--- config.mk ---
export PLATFORM = sky130hd
export DESIGN_NAME = awgmt_core
export DESIGN_NICKNAME = d
export VERILOG_FILES = /design/src/pkg/awgmt_pkg.sv /design/src/logic/awgmt_queue.sv /design/src/logic/awgmt_mark_mux.sv /design/src/logic/awgmt_core.sv
export SDC_FILE = /design/constraint.sdc
export NUM_CORES = 2
export LEC_CHECK = 0
export BUFFER_PORTS_ARGS = -buffer_cell sky130_fd_sc_hd__buf_2
export CORE_MARGIN = 5
export CORE_UTILIZATION = 60
export CTS_BUF_LIST = sky130_fd_sc_hd__clkbuf_8
export CTS_CLUSTER_SIZE = 40
export DETAILED_ROUTE_END_ITERATION = 12
export HOLD_SLACK_MARGIN = 0.15
export PLACE_DENSITY = 0.85
export SYNTH_ARGS = -nofsm -noshare
export SYNTH_HDL_FRONTEND = slang
export SYNTH_HIERARCHICAL = 1
export SYNTH_SLANG_ARGS = --single-unit
--- constraint.sdc ---
create_clock -name sys_clk_i -period 8.55 [get_ports sys_clk_i]
set_input_delay 0.855 -clock sys_clk_i [delete_from_list [all_inputs] [get_ports sys_clk_i]]
set_output_delay 0.855 -clock sys_clk_i [all_outputs]
set_load 0.01 [all_outputs]
--- src/pkg/awgmt_pkg.sv ---
// constants, register map and carrier types of the marker and trigger output block
package awgmt_pkg;
    // sample word layout
    localparam int ANA_W  = 14;
    localparam int MRK_W  = 2;
    localparam int TRIG_N = 4;
    localparam logic [ANA_W-1:0] ANA_MAX = 14'h1fff;
    localparam logic [ANA_W-1:0] ANA_MIN = 14'h2000;
    // timing: sequencer tick and samples carried per tick
    localparam int CLK_PERIOD_PS    = 5000;
    localparam int SEQ_PERIOD_PS    = 4000;
    localparam int SAMPLE_PERIOD_PS = 500;
    localparam int SPT          = SEQ_PERIOD_PS / SAMPLE_PERIOD_PS;
    localparam int LANE_W       = $clog2(SPT);
    localparam int SEQ_TICK_RAW = (SEQ_PERIOD_PS + CLK_PERIOD_PS - 1) / CLK_PERIOD_PS;
    localparam int SEQ_TICK_CYC = (SEQ_TICK_RAW < 1) ? 1 : SEQ_TICK_RAW;
    localparam int TICK_W       = $clog2(SEQ_TICK_CYC + 1);
    // waveform store and queues
    localparam int ROWS    = 8;
    localparam int ROW_W   = $clog2(ROWS);
    localparam int WADDR_W = ROW_W + LANE_W;
    localparam int Q_DEPTH = 4;
    localparam int QCNT_W  = $clog2(Q_DEPTH + 1);
    // marker connectors and source select
    localparam int NCONN        = 2;
    localparam int SRC_W        = 3;
    localparam int SRC_TRIG_BIT = 2;
    // apb register byte offsets
    localparam logic [7:0] OFF_CTRL   = 8'h00;
    localparam logic [7:0] OFF_STATUS = 8'h04;
    localparam logic [7:0] OFF_CPUSH  = 8'h08;
    localparam logic [7:0] OFF_PPUSH  = 8'h0c;
    localparam logic [7:0] OFF_WADDR  = 8'h10;
    localparam logic [7:0] OFF_WDATA  = 8'h14;
    localparam logic [7:0] OFF_MSRC   = 8'h18;

    typedef struct packed {
        logic [MRK_W-1:0] mark;
        logic [ANA_W-1:0] value;
    } awgmt_sample_t;

    typedef struct packed {
        logic [MRK_W-1:0] cfg;
        logic [1:0]       pad;
        logic [ANA_W-1:0] value;
    } awgmt_wwr_t;

    typedef struct packed {
        logic              wait_op;
        logic [TRIG_N-1:0] bits;
    } awgmt_cinstr_t;

    typedef struct packed {
        logic [ROW_W-1:0] add_row;
        logic             add;
        logic             zero;
        logic [ROW_W-1:0] nrows_m1;
        logic [ROW_W-1:0] start;
    } awgmt_pinstr_t;

    typedef struct packed {
        logic [QCNT_W-1:0] pq_cnt;
        logic [QCNT_W-1:0] cq_cnt;
        logic              busy;
        logic [TRIG_N-1:0] trig;
    } awgmt_status_t;

    localparam int CI_W = $bits(awgmt_cinstr_t);
    localparam int PI_W = $bits(awgmt_pinstr_t);
    localparam int WW_W = $bits(awgmt_wwr_t);
endpackage : awgmt_pkg

--- src/logic/awgmt_queue.sv ---
// flip-flop instruction queue with valid/ready on both sides
`timescale 1ns/1ps
module awgmt_queue #(
    parameter int W     = awgmt_pkg::CI_W,
    parameter int DEPTH = awgmt_pkg::Q_DEPTH
) (
    // clock and reset
    input  wire logic                       sys_clk_i,
    input  wire logic                       rstn_i,
    // fill side
    input  wire logic                       in_valid_i,
    input  wire logic [W-1:0]               in_data_i,
    output wire logic                       in_ready_o,
    // drain side
    output wire logic                       out_valid_o,
    output wire logic [W-1:0]               out_data_o,
    input  wire logic                       out_ready_i,
    output wire logic [$clog2(DEPTH+1)-1:0] count_o
);
    localparam int AW = $clog2(DEPTH);
    logic [W-1:0]  mem_q [DEPTH];
    logic [AW-1:0] wp_q;
    logic [AW-1:0] rp_q;
    logic [AW:0]   cnt_q;

    // handshakes; depth is a power of two so pointers wrap naturally
    wire do_w = in_valid_i & in_ready_o;
    wire do_r = out_valid_o & out_ready_i;
    assign in_ready_o  = (cnt_q != (AW+1)'(DEPTH));
    assign out_valid_o = (cnt_q != '0);
    assign out_data_o  = mem_q[rp_q];
    assign count_o     = cnt_q;

    // pointers; reset empties the queue
    always_ff @(posedge sys_clk_i) begin
        if (!rstn_i) begin
            wp_q  <= '0;
            rp_q  <= '0;
            cnt_q <= '0;
        end else begin
            wp_q  <= wp_q + AW'(do_w);
            rp_q  <= rp_q + AW'(do_r);
            cnt_q <= cnt_q + (AW+1)'(do_w) - (AW+1)'(do_r);
        end
    end

    // storage needs no reset, the count guards it
    always_ff @(posedge sys_clk_i) begin
        if (do_w) begin
            mem_q[wp_q] <= in_data_i;
        end
    end
endmodule : awgmt_queue

--- src/logic/awgmt_mark_mux.sv ---
// source select and output register of one marker connector
`timescale 1ns/1ps
module awgmt_mark_mux (
    // clock, reset and sequencer tick
    input  wire logic                                       sys_clk_i,
    input  wire logic                                       rstn_i,
    input  wire logic                                       tick_i,
    // source select and candidates
    input  wire logic [awgmt_pkg::SRC_W-1:0]                sel_i,
    input  wire logic [awgmt_pkg::MRK_W-1:0][awgmt_pkg::SPT-1:0] mk_lane_i,
    input  wire logic [awgmt_pkg::TRIG_N-1:0]               trig_i,
    // connector samples, lane 0 first in time
    output logic      [awgmt_pkg::SPT-1:0]                  pin_o
);
    // trigger bits only move per tick, so they fill all lanes alike
    wire                         is_trig = sel_i[awgmt_pkg::SRC_TRIG_BIT];
    wire [1:0]                   tidx    = sel_i[1:0];
    wire [awgmt_pkg::SPT-1:0]    pick    = is_trig ? {awgmt_pkg::SPT{trig_i[tidx]}}
                                                   : mk_lane_i[sel_i[0]];

    always_ff @(posedge sys_clk_i) begin
        if (!rstn_i) begin
            pin_o <= '0;
        end else if (tick_i) begin
            pin_o <= pick;
        end
    end
endmodule : awgmt_mark_mux

--- src/logic/awgmt_core.sv ---
// marker and trigger output core: apb registers, queues, playback and trigger state
//
// Implementation choices: the placing of the registers and register access over APB.
`timescale 1ns/1ps
module awgmt_core (
    // clock and reset
    input  wire logic                              sys_clk_i,
    input  wire logic                              rstn_i,
    // apb slave
    input  wire logic                              psel_i,
    input  wire logic                              penable_i,
    input  wire logic                              pwrite_i,
    input  wire logic [7:0]                        paddr_i,
    input  wire logic [31:0]                       pwdata_i,
    output logic      [31:0]                       prdata_o,
    output wire logic                              pready_o,
    output wire logic                              pslverr_o,
    // analog samples, lane 0 first in time
    output logic      [awgmt_pkg::SPT-1:0][awgmt_pkg::ANA_W-1:0] analog_o,
    // marker connectors and trigger outputs
    output wire logic [awgmt_pkg::NCONN-1:0][awgmt_pkg::SPT-1:0] mark_pin_o,
    output logic      [awgmt_pkg::TRIG_N-1:0]      trig_o
);
    // sample arithmetic shared by every lane
    function automatic logic [awgmt_pkg::MRK_W-1:0] mk_decode(
        input logic [awgmt_pkg::MRK_W-1:0] cfg);
        mk_decode[0] = (cfg == 2'h1) || (cfg == 2'h3);
        mk_decode[1] = (cfg == 2'h2) || (cfg == 2'h3);
    endfunction : mk_decode

    function automatic awgmt_pkg::awgmt_sample_t smp_sum(
        input awgmt_pkg::awgmt_sample_t a,
        input awgmt_pkg::awgmt_sample_t b);
        logic signed [awgmt_pkg::ANA_W:0] s;
        s = $signed({a.value[awgmt_pkg::ANA_W-1], a.value})
          + $signed({b.value[awgmt_pkg::ANA_W-1], b.value});
        smp_sum.mark = a.mark | b.mark;
        if (s[awgmt_pkg::ANA_W] != s[awgmt_pkg::ANA_W-1]) begin
            smp_sum.value = s[awgmt_pkg::ANA_W] ? awgmt_pkg::ANA_MIN : awgmt_pkg::ANA_MAX;
        end else begin
            smp_sum.value = s[awgmt_pkg::ANA_W-1:0];
        end
    endfunction : smp_sum

    // state
    logic                                   run_q;
    logic [awgmt_pkg::TICK_W-1:0]           tcnt_q;
    logic [awgmt_pkg::WADDR_W-1:0]          waddr_q;
    awgmt_pkg::awgmt_sample_t               wave_mem_q [awgmt_pkg::ROWS*awgmt_pkg::SPT];
    logic [awgmt_pkg::NCONN-1:0][awgmt_pkg::SRC_W-1:0] msrc_q;
    logic [awgmt_pkg::TRIG_N-1:0]           trig_q;
    logic                                   act_q;
    awgmt_pkg::awgmt_pinstr_t               cur_q;
    logic [awgmt_pkg::ROW_W-1:0]            row_q;
    logic [awgmt_pkg::ROW_W-1:0]            row2_q;
    logic [awgmt_pkg::ROW_W-1:0]            left_q;
    logic                                   err_q;
    awgmt_pkg::awgmt_sample_t               smp_d [awgmt_pkg::SPT];
    logic [awgmt_pkg::MRK_W-1:0][awgmt_pkg::SPT-1:0] mk_lane;

    // sequencer tick divider; one clock covers a whole 4 ns tick here
    wire tick = (tcnt_q == awgmt_pkg::TICK_W'(awgmt_pkg::SEQ_TICK_CYC - 1));
    always_ff @(posedge sys_clk_i) begin
        if (!rstn_i || tick) begin
            tcnt_q <= '0;
        end else begin
            tcnt_q <= tcnt_q + 1'b1;
        end
    end

    // apb decode; every transfer ends in its first access cycle
    wire setup     = psel_i & ~penable_i;
    wire wr_acc    = psel_i & penable_i & pwrite_i & ~err_q;
    wire hit_ctrl  = (paddr_i == awgmt_pkg::OFF_CTRL);
    wire hit_stat  = (paddr_i == awgmt_pkg::OFF_STATUS);
    wire hit_cpush = (paddr_i == awgmt_pkg::OFF_CPUSH);
    wire hit_ppush = (paddr_i == awgmt_pkg::OFF_PPUSH);
    wire hit_waddr = (paddr_i == awgmt_pkg::OFF_WADDR);
    wire hit_wdata = (paddr_i == awgmt_pkg::OFF_WDATA);
    wire hit_msrc  = (paddr_i == awgmt_pkg::OFF_MSRC);
    wire mapped    = hit_ctrl | hit_stat | hit_cpush | hit_ppush
                   | hit_waddr | hit_wdata | hit_msrc;
    assign pready_o  = 1'b1;
    assign pslverr_o = psel_i & penable_i & err_q;

    // queue wiring
    wire                           cq_rdy;
    wire                           cq_vld;
    wire                           cq_pop;
    wire [awgmt_pkg::CI_W-1:0]     cq_raw;
    wire [awgmt_pkg::QCNT_W-1:0]   cq_cnt;
    wire                           pq_rdy;
    wire                           pq_vld;
    wire                           pq_pop;
    wire [awgmt_pkg::PI_W-1:0]     pq_raw;
    wire [awgmt_pkg::QCNT_W-1:0]   pq_cnt;
    awgmt_pkg::awgmt_cinstr_t      cq_head;
    awgmt_pkg::awgmt_pinstr_t      pq_head;
    assign cq_head = cq_raw;
    assign pq_head = pq_raw;

    // a push into a full queue is refused with an error
    wire push_full = (hit_cpush & ~cq_rdy) | (hit_ppush & ~pq_rdy);

    // read data selection
    awgmt_pkg::awgmt_status_t status;
    assign status = '{pq_cnt: pq_cnt, cq_cnt: cq_cnt, busy: act_q, trig: trig_q};
    wire [31:0] rd_mux = hit_ctrl  ? 32'(run_q)   :
                         hit_stat  ? 32'(status)  :
                         hit_waddr ? 32'(waddr_q) :
                         hit_msrc  ? 32'(msrc_q)  : 32'h0000_0000;

    // answer is latched in setup so that prdata comes from a flip-flop
    always_ff @(posedge sys_clk_i) begin
        if (!rstn_i) begin
            prdata_o <= '0;
            err_q    <= 1'b0;
        end else if (setup) begin
            prdata_o <= pwrite_i ? 32'h0000_0000 : rd_mux;
            err_q    <= ~mapped | (pwrite_i & push_full);
        end
    end

    // control and source registers
    always_ff @(posedge sys_clk_i) begin
        if (!rstn_i) begin
            run_q  <= 1'b0;
            msrc_q <= '0;
        end else begin
            if (wr_acc && hit_ctrl) begin
                run_q <= pwdata_i[0];
            end
            if (wr_acc && hit_msrc) begin
                msrc_q <= pwdata_i[awgmt_pkg::NCONN*awgmt_pkg::SRC_W-1:0];
            end
        end
    end

    // waveform store: one sample per data write, address steps on its own
    awgmt_pkg::awgmt_wwr_t ww;
    assign ww = pwdata_i[awgmt_pkg::WW_W-1:0];
    always_ff @(posedge sys_clk_i) begin
        if (!rstn_i) begin
            waddr_q <= '0;
            for (int i = 0; i < awgmt_pkg::ROWS*awgmt_pkg::SPT; i++) begin
                wave_mem_q[i] <= '0;
            end
        end else if (wr_acc && hit_waddr) begin
            waddr_q <= pwdata_i[awgmt_pkg::WADDR_W-1:0];
        end else if (wr_acc && hit_wdata) begin
            wave_mem_q[waddr_q] <= '{mark: mk_decode(ww.cfg), value: ww.value};
            waddr_q             <= waddr_q + 1'b1;
        end
    end

    // instruction queues, emptied by reset
    awgmt_queue #(.W(awgmt_pkg::CI_W), .DEPTH(awgmt_pkg::Q_DEPTH)) u_cq (
        .sys_clk_i   (sys_clk_i),
        .rstn_i      (rstn_i),
        .in_valid_i  (wr_acc & hit_cpush),
        .in_data_i   (pwdata_i[awgmt_pkg::CI_W-1:0]),
        .in_ready_o  (cq_rdy),
        .out_valid_o (cq_vld),
        .out_data_o  (cq_raw),
        .out_ready_i (cq_pop),
        .count_o     (cq_cnt)
    );
    awgmt_queue #(.W(awgmt_pkg::PI_W), .DEPTH(awgmt_pkg::Q_DEPTH)) u_pq (
        .sys_clk_i   (sys_clk_i),
        .rstn_i      (rstn_i),
        .in_valid_i  (wr_acc & hit_ppush),
        .in_data_i   (pwdata_i[awgmt_pkg::PI_W-1:0]),
        .in_ready_o  (pq_rdy),
        .out_valid_o (pq_vld),
        .out_data_o  (pq_raw),
        .out_ready_i (pq_pop),
        .count_o     (pq_cnt)
    );

    // control queue: one instruction per tick, a wait holds while playback is busy
    wire play_busy = act_q | pq_vld;
    wire c_go      = tick & run_q & cq_vld;
    assign cq_pop  = c_go & (~cq_head.wait_op | ~play_busy);
    wire set_ex    = cq_pop & ~cq_head.wait_op;
    always_ff @(posedge sys_clk_i) begin
        if (!rstn_i) begin
            trig_q <= '0;
        end else if (set_ex) begin
            trig_q <= cq_head.bits;
        end
    end

    // playback engine; the next entry loads in the tick the last row is sent
    wire row_end  = act_q & (left_q == '0);
    assign pq_pop = tick & run_q & pq_vld & (~act_q | row_end);
    always_ff @(posedge sys_clk_i) begin
        if (!rstn_i) begin
            act_q  <= 1'b0;
            cur_q  <= '0;
            row_q  <= '0;
            row2_q <= '0;
            left_q <= '0;
        end else if (tick) begin
            if (pq_pop) begin
                act_q  <= 1'b1;
                cur_q  <= pq_head;
                row_q  <= pq_head.start;
                row2_q <= pq_head.add_row;
                left_q <= pq_head.nrows_m1;
            end else if (row_end) begin
                act_q <= 1'b0;
            end else if (act_q) begin
                row_q  <= row_q + 1'b1;
                row2_q <= row2_q + 1'b1;
                left_q <= left_q - 1'b1;
            end
        end
    end

    // per-lane sample of this tick; idle and zero-play give all-zero words
    always_comb begin
        for (int l = 0; l < awgmt_pkg::SPT; l++) begin
            if (!act_q || cur_q.zero) begin
                smp_d[l] = '0;
            end else if (cur_q.add) begin
                smp_d[l] = smp_sum(wave_mem_q[{row_q, awgmt_pkg::LANE_W'(l)}],
                                   wave_mem_q[{row2_q, awgmt_pkg::LANE_W'(l)}]);
            end else begin
                smp_d[l] = wave_mem_q[{row_q, awgmt_pkg::LANE_W'(l)}];
            end
            for (int m = 0; m < awgmt_pkg::MRK_W; m++) begin
                mk_lane[m][l] = smp_d[l].mark[m];
            end
        end
    end

    // output stage: analog, markers and triggers leave on the same edge
    always_ff @(posedge sys_clk_i) begin
        if (!rstn_i) begin
            analog_o <= '0;
            trig_o   <= '0;
        end else if (tick) begin
            for (int l = 0; l < awgmt_pkg::SPT; l++) begin
                analog_o[l] <= smp_d[l].value;
            end
            trig_o <= trig_q;
        end
    end

    // one source selector per marker connector
    for (genvar c = 0; c < awgmt_pkg::NCONN; c++) begin : g_conn
        awgmt_mark_mux u_mux (
            .sys_clk_i (sys_clk_i),
            .rstn_i    (rstn_i),
            .tick_i    (tick),
            .sel_i     (msrc_q[c]),
            .mk_lane_i (mk_lane),
            .trig_i    (trig_q),
            .pin_o     (mark_pin_o[c])
        );
    end
endmodule : awgmt_core

* Word level (Yosys, flattened, before mapping)
Memories as Yosys holds them, arrays and structs flattened. A register that Yosys moved wholly into a read port is not among the register bits.
Index checks and enable logic that the tools add are counted.
** Operators by class
- $add $sub $neg :: 21
- $lt $le $gt $ge :: 4
- Equality and inequality tests :: 20
- Multiplexer cells :: 106
- Bitwise gates (word level) :: 49
- Reductions and logical operators :: 21
** Operator list (count)
- $mux W16 :: 17
- $mux W14 :: 16
- $mux W6 :: 37
- $add A14 B14 Y15 :: 8
- $mux W8 :: 6
- $mux W11 :: 3
- $mux W3 :: 9
- $eq A8 B5 Y1 const B :: 3
- $and A1 B1 Y1 :: 21
- $eq A8 B4 Y1 const B :: 2
- $or A2 B2 Y2 :: 8
- $reduce_or A16 Y1 :: 1
- $mux W1 :: 14
- $or A1 B1 Y1 :: 11
- $not A1 Y1 :: 9
- $add A2 B1 Y2 :: 4
- $eq A8 B3 Y1 const B :: 1
- $logic_not A8 Y1 :: 1
- $ne A1 B1 Y1 :: 8
- $add A3 B1 Y3 :: 2
- $add A3 B1 Y3 const B :: 2
- $add A6 B1 Y6 const B :: 1
- $lt A2 B3 Y1 const B :: 2
- $ne A3 B3 Y1 const B :: 2
- 17 further kinds :: 33
** Storage, ports and cells
- Flip-flop bits (word level) :: 209
- RAM bits :: 1088
- Output and inout bits :: 166
- Memories kept :: 3
** Memory list
- wave_mem_q :: depth 64, bits a word 16, rd ports 16, clocked after memory_dff 16, wr ports 64, RTL line awgmt_core.sv:49 : awgmt_pkg::awgmt_sample_t wave_mem_q [awgmt_pkg::ROWS*awgmt_pkg::SPT];
- u_pq.mem_q :: depth 4, bits a word 11, rd ports 1, clocked after memory_dff 1, wr ports 1, RTL line awgmt_queue.sv:21 : logic [W-1:0] mem_q [DEPTH];
- u_cq.mem_q :: depth 4, bits a word 5, rd ports 1, clocked after memory_dff 1, wr ports 1, RTL line awgmt_queue.sv:21

* Depth between registers and ports, before layout
- Word-level depth :: 10
- Gate-level depth with buffers :: 22
- Depth with buffers taken out :: 17

* Hierarchy
Netlist, hierarchy kept.
** Modules (own cells, without submodules)
- awgmt_core :: times used 1, cells an instance 4961, area an instance 66714.0 µm²
- awgmt_queue at u_pq :: times used 1, cells an instance 92, area an instance 1954.4 µm²
- awgmt_queue at u_cq :: times used 1, cells an instance 62, area an instance 1094.8 µm²
- awgmt_mark_mux :: times used 2, cells an instance 48, area an instance 459.2 µm²

* Worst setup path before layout
OpenSTA, ideal clock, no wires.
- Path kind :: register -> register
- Start :: register with a tool-made name
- End :: register analog_o[52] (netlist bit)
- Arrival time :: 5317 ps
- Data required time :: 8430 ps
- Path slack :: 3113 ps
- Cell stages (with the launch flop) :: 21
- Path buffers :: 5
- Cells stage by stage :: dfxtp_1 clkbuf_1 buf_2 clkbuf_1 buf_2 mux4_2 mux2_2 ha_1 a21oi_1 o21ai_0 a221oi_1 a21oi_1 a21o_1 a21o_1 xnor2_1 ha_1 buf_1 inv_1 o31ai_1 a211oi_1 a211o_1
** RTL lines
- end signal: indexed assignment :: RTL line awgmt_core.sv:244 : analog_o[l] <= smp_d[l].value;
- end: declaration :: RTL line awgmt_core.sv:19 : output logic [awgmt_pkg::SPT-1:0][awgmt_pkg::ANA_W-1:0] analog_o,

==> summary.txt <==
Yosys
  • Yosys reg bits: 1282
  • Most used DFF post-synth: edfxtp_1
  • Mapped Area: 70700 um^2
  • Post-synth ARST share: 0%
  • Post-synth EDFFs: 1088
  • Mapped Cells: 5211
  • Avg Cell Area, Syn: 13.6 um^2
  • Library cells used by synthesis: 95
  • Register area share after synthesis: about half
  • Ys Warns: 6

Timing
  • Fin crit share: between 70% and 80%
  • Least-Margin Pin Slew: 1410 ps
  • Unrepaired setup endpoints after global routing: false
  • Fin crit period: ~6000 ps
  • Slew margin rel.: ~5.6%
  • Max Slew Vio Count: 0
  • Setup tns final: 0 ps
  • Setup violators final: 0
  • Max Clk Rate: between 150 and 200 MHz
  • Clock Skew: 66.0 ps
  • Final Hold Fails: 0
  • Final WS setup: 2560 ps

Min path
  • Hold Crit Class: input port to flop

Critical path
  • Crit Path Class: flop to flop
  • Crit-path max FO: 39
  • Worst setup SP type: flop
  • Max stage delay on crit path: 750 ps
  • Arr. time, crit path: 6760 ps
  • FF-to-FF path depth: 16
  • Cell Chain, Critical Path: buf_12 -> mux4_2 -> mux2_2 -> ha_1 -> a211oi_1 -> o21ai_0 -> o31a_1 -> a31oi_1 -> nand2b_1 -> a31oi_1 -> xnor2_1 -> ha_1 -> inv_1 -> o31ai_1 -> a21oi_1 -> a221o_1
  • Reg2reg setup slack: 2560 ps
  • Critical Path End: analog_o[71]$_SDFFE_PN0N_
  • Crit path required time: 9320 ps
  • Worst Setup End Kind: flop
  • CP max-delay cell: dfxtp_4
  • R2R Path End: analog_o[71]$_SDFFE_PN0N_

Detailed routing
  • TritonRoute pass-1 iters: 7
  • Total length of routed wires: just under 200000 um
  • Post-route ant nets: 0
  • Drt via density: 6.71
  • DR DRC count: 0
  • Initial DRC Count: 7050
  • Vias: 47300
  • WL per Instance: 28.2 um

CTS
  • PostCTS Resize Cnt: 0
  • Total CTS buffers: 205
  • Root Driver: clkbuf_8
  • # Post-CTS Setup Buffers: 0
  • Hold-fix buffers, CTS: 0
  • CTS tree: built
  • Htree depth: 4
  • Max clock buf depth: 3
  • Clock Latency Late Sink: 900 ps
  • CTS Sinks: between 1000 and 1500
  • Clk slew on worst S/H paths: approximately 60 ps

Place
  • Buffers on Ports: roughly 170
  • HPWL Detailed: roughly 120000 um
  • Final GP Congestion: between 0.9 and 1
  • Post-Place Setup Slack: approximately 2700 ps

Flow run
  • Max-cap violations: 0

Floorplan
  • Starting density of the core: between 60% and 70%
  • Die Y-Extent: 353 um
  • Row count: 126
  • Die Wd: 353 um
  • Core area: 118000 um^2
  • I/O pins: 211
  • Die ar.: 125000 um^2

GRT
  • First-pass GRT wire length: 297000 um
  • Largest net degree at the start of global routing: 90
  • Vias in the first global route: 48300
  • Initial antenna violation count: 19
  • GR Overflow Total: 0
  • GRT Total Usage: 31.5%

Power and ir drop
  • Worst VDD drop: around 140 uV
  • P_leak: between 20 and 30 nW
  • Pwr Density: ~170 nW/um^2

Final layout
  • Most frequent cells in the layout: edfxtp_1, and2_1, mux4_2, mux2_2, clkbuf_8
  • Commonest non-fill, non-tap cell in the layout: edfxtp_1
  • Filler cell count: 8006
  • Fraction of layout cells with a size suffix above 1: 26.1%
  • Area growth syn-to-layout: 9.27%
  • Fin nets: 5526

Run status
  • Status: finished, final reports clean
-- cell families (layout without fill, tap and decap cells) --
logic type	count (synthesis)	count (layout)	share of synthesized area, %
other cells	2	28	0.0106
fa+ha+maj	147	147	2.71
flops	1282	1282	51.7
simple gates	1675	1675	13.7
mux	820	820	21.4
compound gates	682	682	6.36
buf+inv	514	793	3.02
xor+xnor	89	89	1.10
-- through the flow --
step | utilization [%] | instance area, um^2 | hold WS (ps) | std cells | power (mW)
CTS | 65.7 | 77200 | 261 | 7047 | 13.2
finish | 65.7 | 77200 | 327 | 7052 | 13.2
global route | 65.7 | 77200 | 303 | 7049 | 13.6
floorplan | - | 70800 | 456 | 5232 | 7.70
global placement | 62.2 | 73100 | 426 | 6663 | 7.94
detailed placement | 62.2 | 73100 | 429 | 6663 | 7.99
-- registers in the layout (all words and copies together), names as in the netlist, 4 cells and up, named ones only --
signal / cells
wave_mem_q: 1024
analog_o: 112
u_pq/mem_q: 44
u_cq/mem_q: 20
g_conn.u_mux/pin_o: 16
prdata_o: 11
msrc_q: 6
waddr_q: 6
trig_o: 4
trig_q: 4
-- cells in the mapped netlist (all sizes together) (23+ instances only) --
cell / n / share of area, %
a21boi: 24 / 0.25
a21o: 33 / 0.35
a21oi: 119 / 0.84
a22oi: 29 / 0.31
and2: 1055 / 9.3
buf: 122 / 0.91
clkbuf: 327 / 1.8
dfxtp: 194 / 5.5
edfxtp: 1088 / 46
ha: 137 / 2.4
inv: 62 / 0.34
mux2: 232 / 3.7
mux2i: 60 / 0.85
mux4: 528 / 17
nand2: 199 / 1.1
nand2b: 34 / 0.33
nand3: 52 / 0.38
nor2: 168 / 0.98
nor2b: 50 / 0.44
nor3: 31 / 0.23
o211ai: 25 / 0.27
o21a: 32 / 0.34
o21ai: 221 / 1.6
or3: 23 / 0.21
xnor2: 59 / 0.73
xor2: 30 / 0.37
-- routing by layer --
metal	up-vias	track usage [%]	part of all wire [%]
li1	20000	-	-
met4	22	11.4	3.8
met5	-	0.808	0.14
met3	577	10.7	14
met2	3298	49.3	46
met1	23500	41.2	36
-- critical path, delay by kind of cell, from the launching register on --
family / cells / cell delay [ps]
XOR/XNOR: 1 / 120
buffers and inverters: 2 / 600
adder cells (fa/ha/maj): 2 / 900
AND/OR/NAND/NOR: 1 / 130
flip-flops: 1 / 750
AO/OA/AOI/OAI: 8 / 2420
multiplexers: 2 / 870
-- final cells by class --
type	count	area (um^2)	area share, %
antenna	5	12.5	0.0162
sequential	1282	36600	47.4
clock buffer	224	3080	3.99
timing repair buffer	344	2300	2.98
multi-input combinational	3436	32100	41.5
inverter	65	249	0.322
clock inverter	160	992	1.28
tap	1536	1920	2.49
-- power breakdown --
part / total [mW] / internal [mW] / switching (mW)
registers: 7.03 / 6.94 / 0.0949
clock network: 5.27 / 2.73 / 2.55
logic: 0.855 / 0.312 / 0.544
-- how the worst min path moves through the flow --
| stage | endpoint | slack [ps] | from | depth (start not counted) |
|---|---|---|---|---|
| floorplan | msrc_q[2]$_SDFFE_PN0P_ | 460 | msrc_q[2]$_SDFFE_PN0P_ | 2 |
| global placement | analog_o[78]$_SDFFE_PN0N_ | 430 | analog_o[78]$_SDFFE_PN0N_ | 2 |
| detailed placement | analog_o[2]$_SDFFE_PN0N_ | 430 | analog_o[2]$_SDFFE_PN0N_ | 2 |
| CTS | prdata_o[0]$_SDFFE_PN0P_ | 260 | pwrite_i | 3 |
| global route | prdata_o[0]$_SDFFE_PN0P_ | 300 | pwrite_i | 3 |
| finish | prdata_o[0]$_SDFFE_PN0P_ | 330 | pwrite_i | 3 |
(Power assumes the default switching activity.)
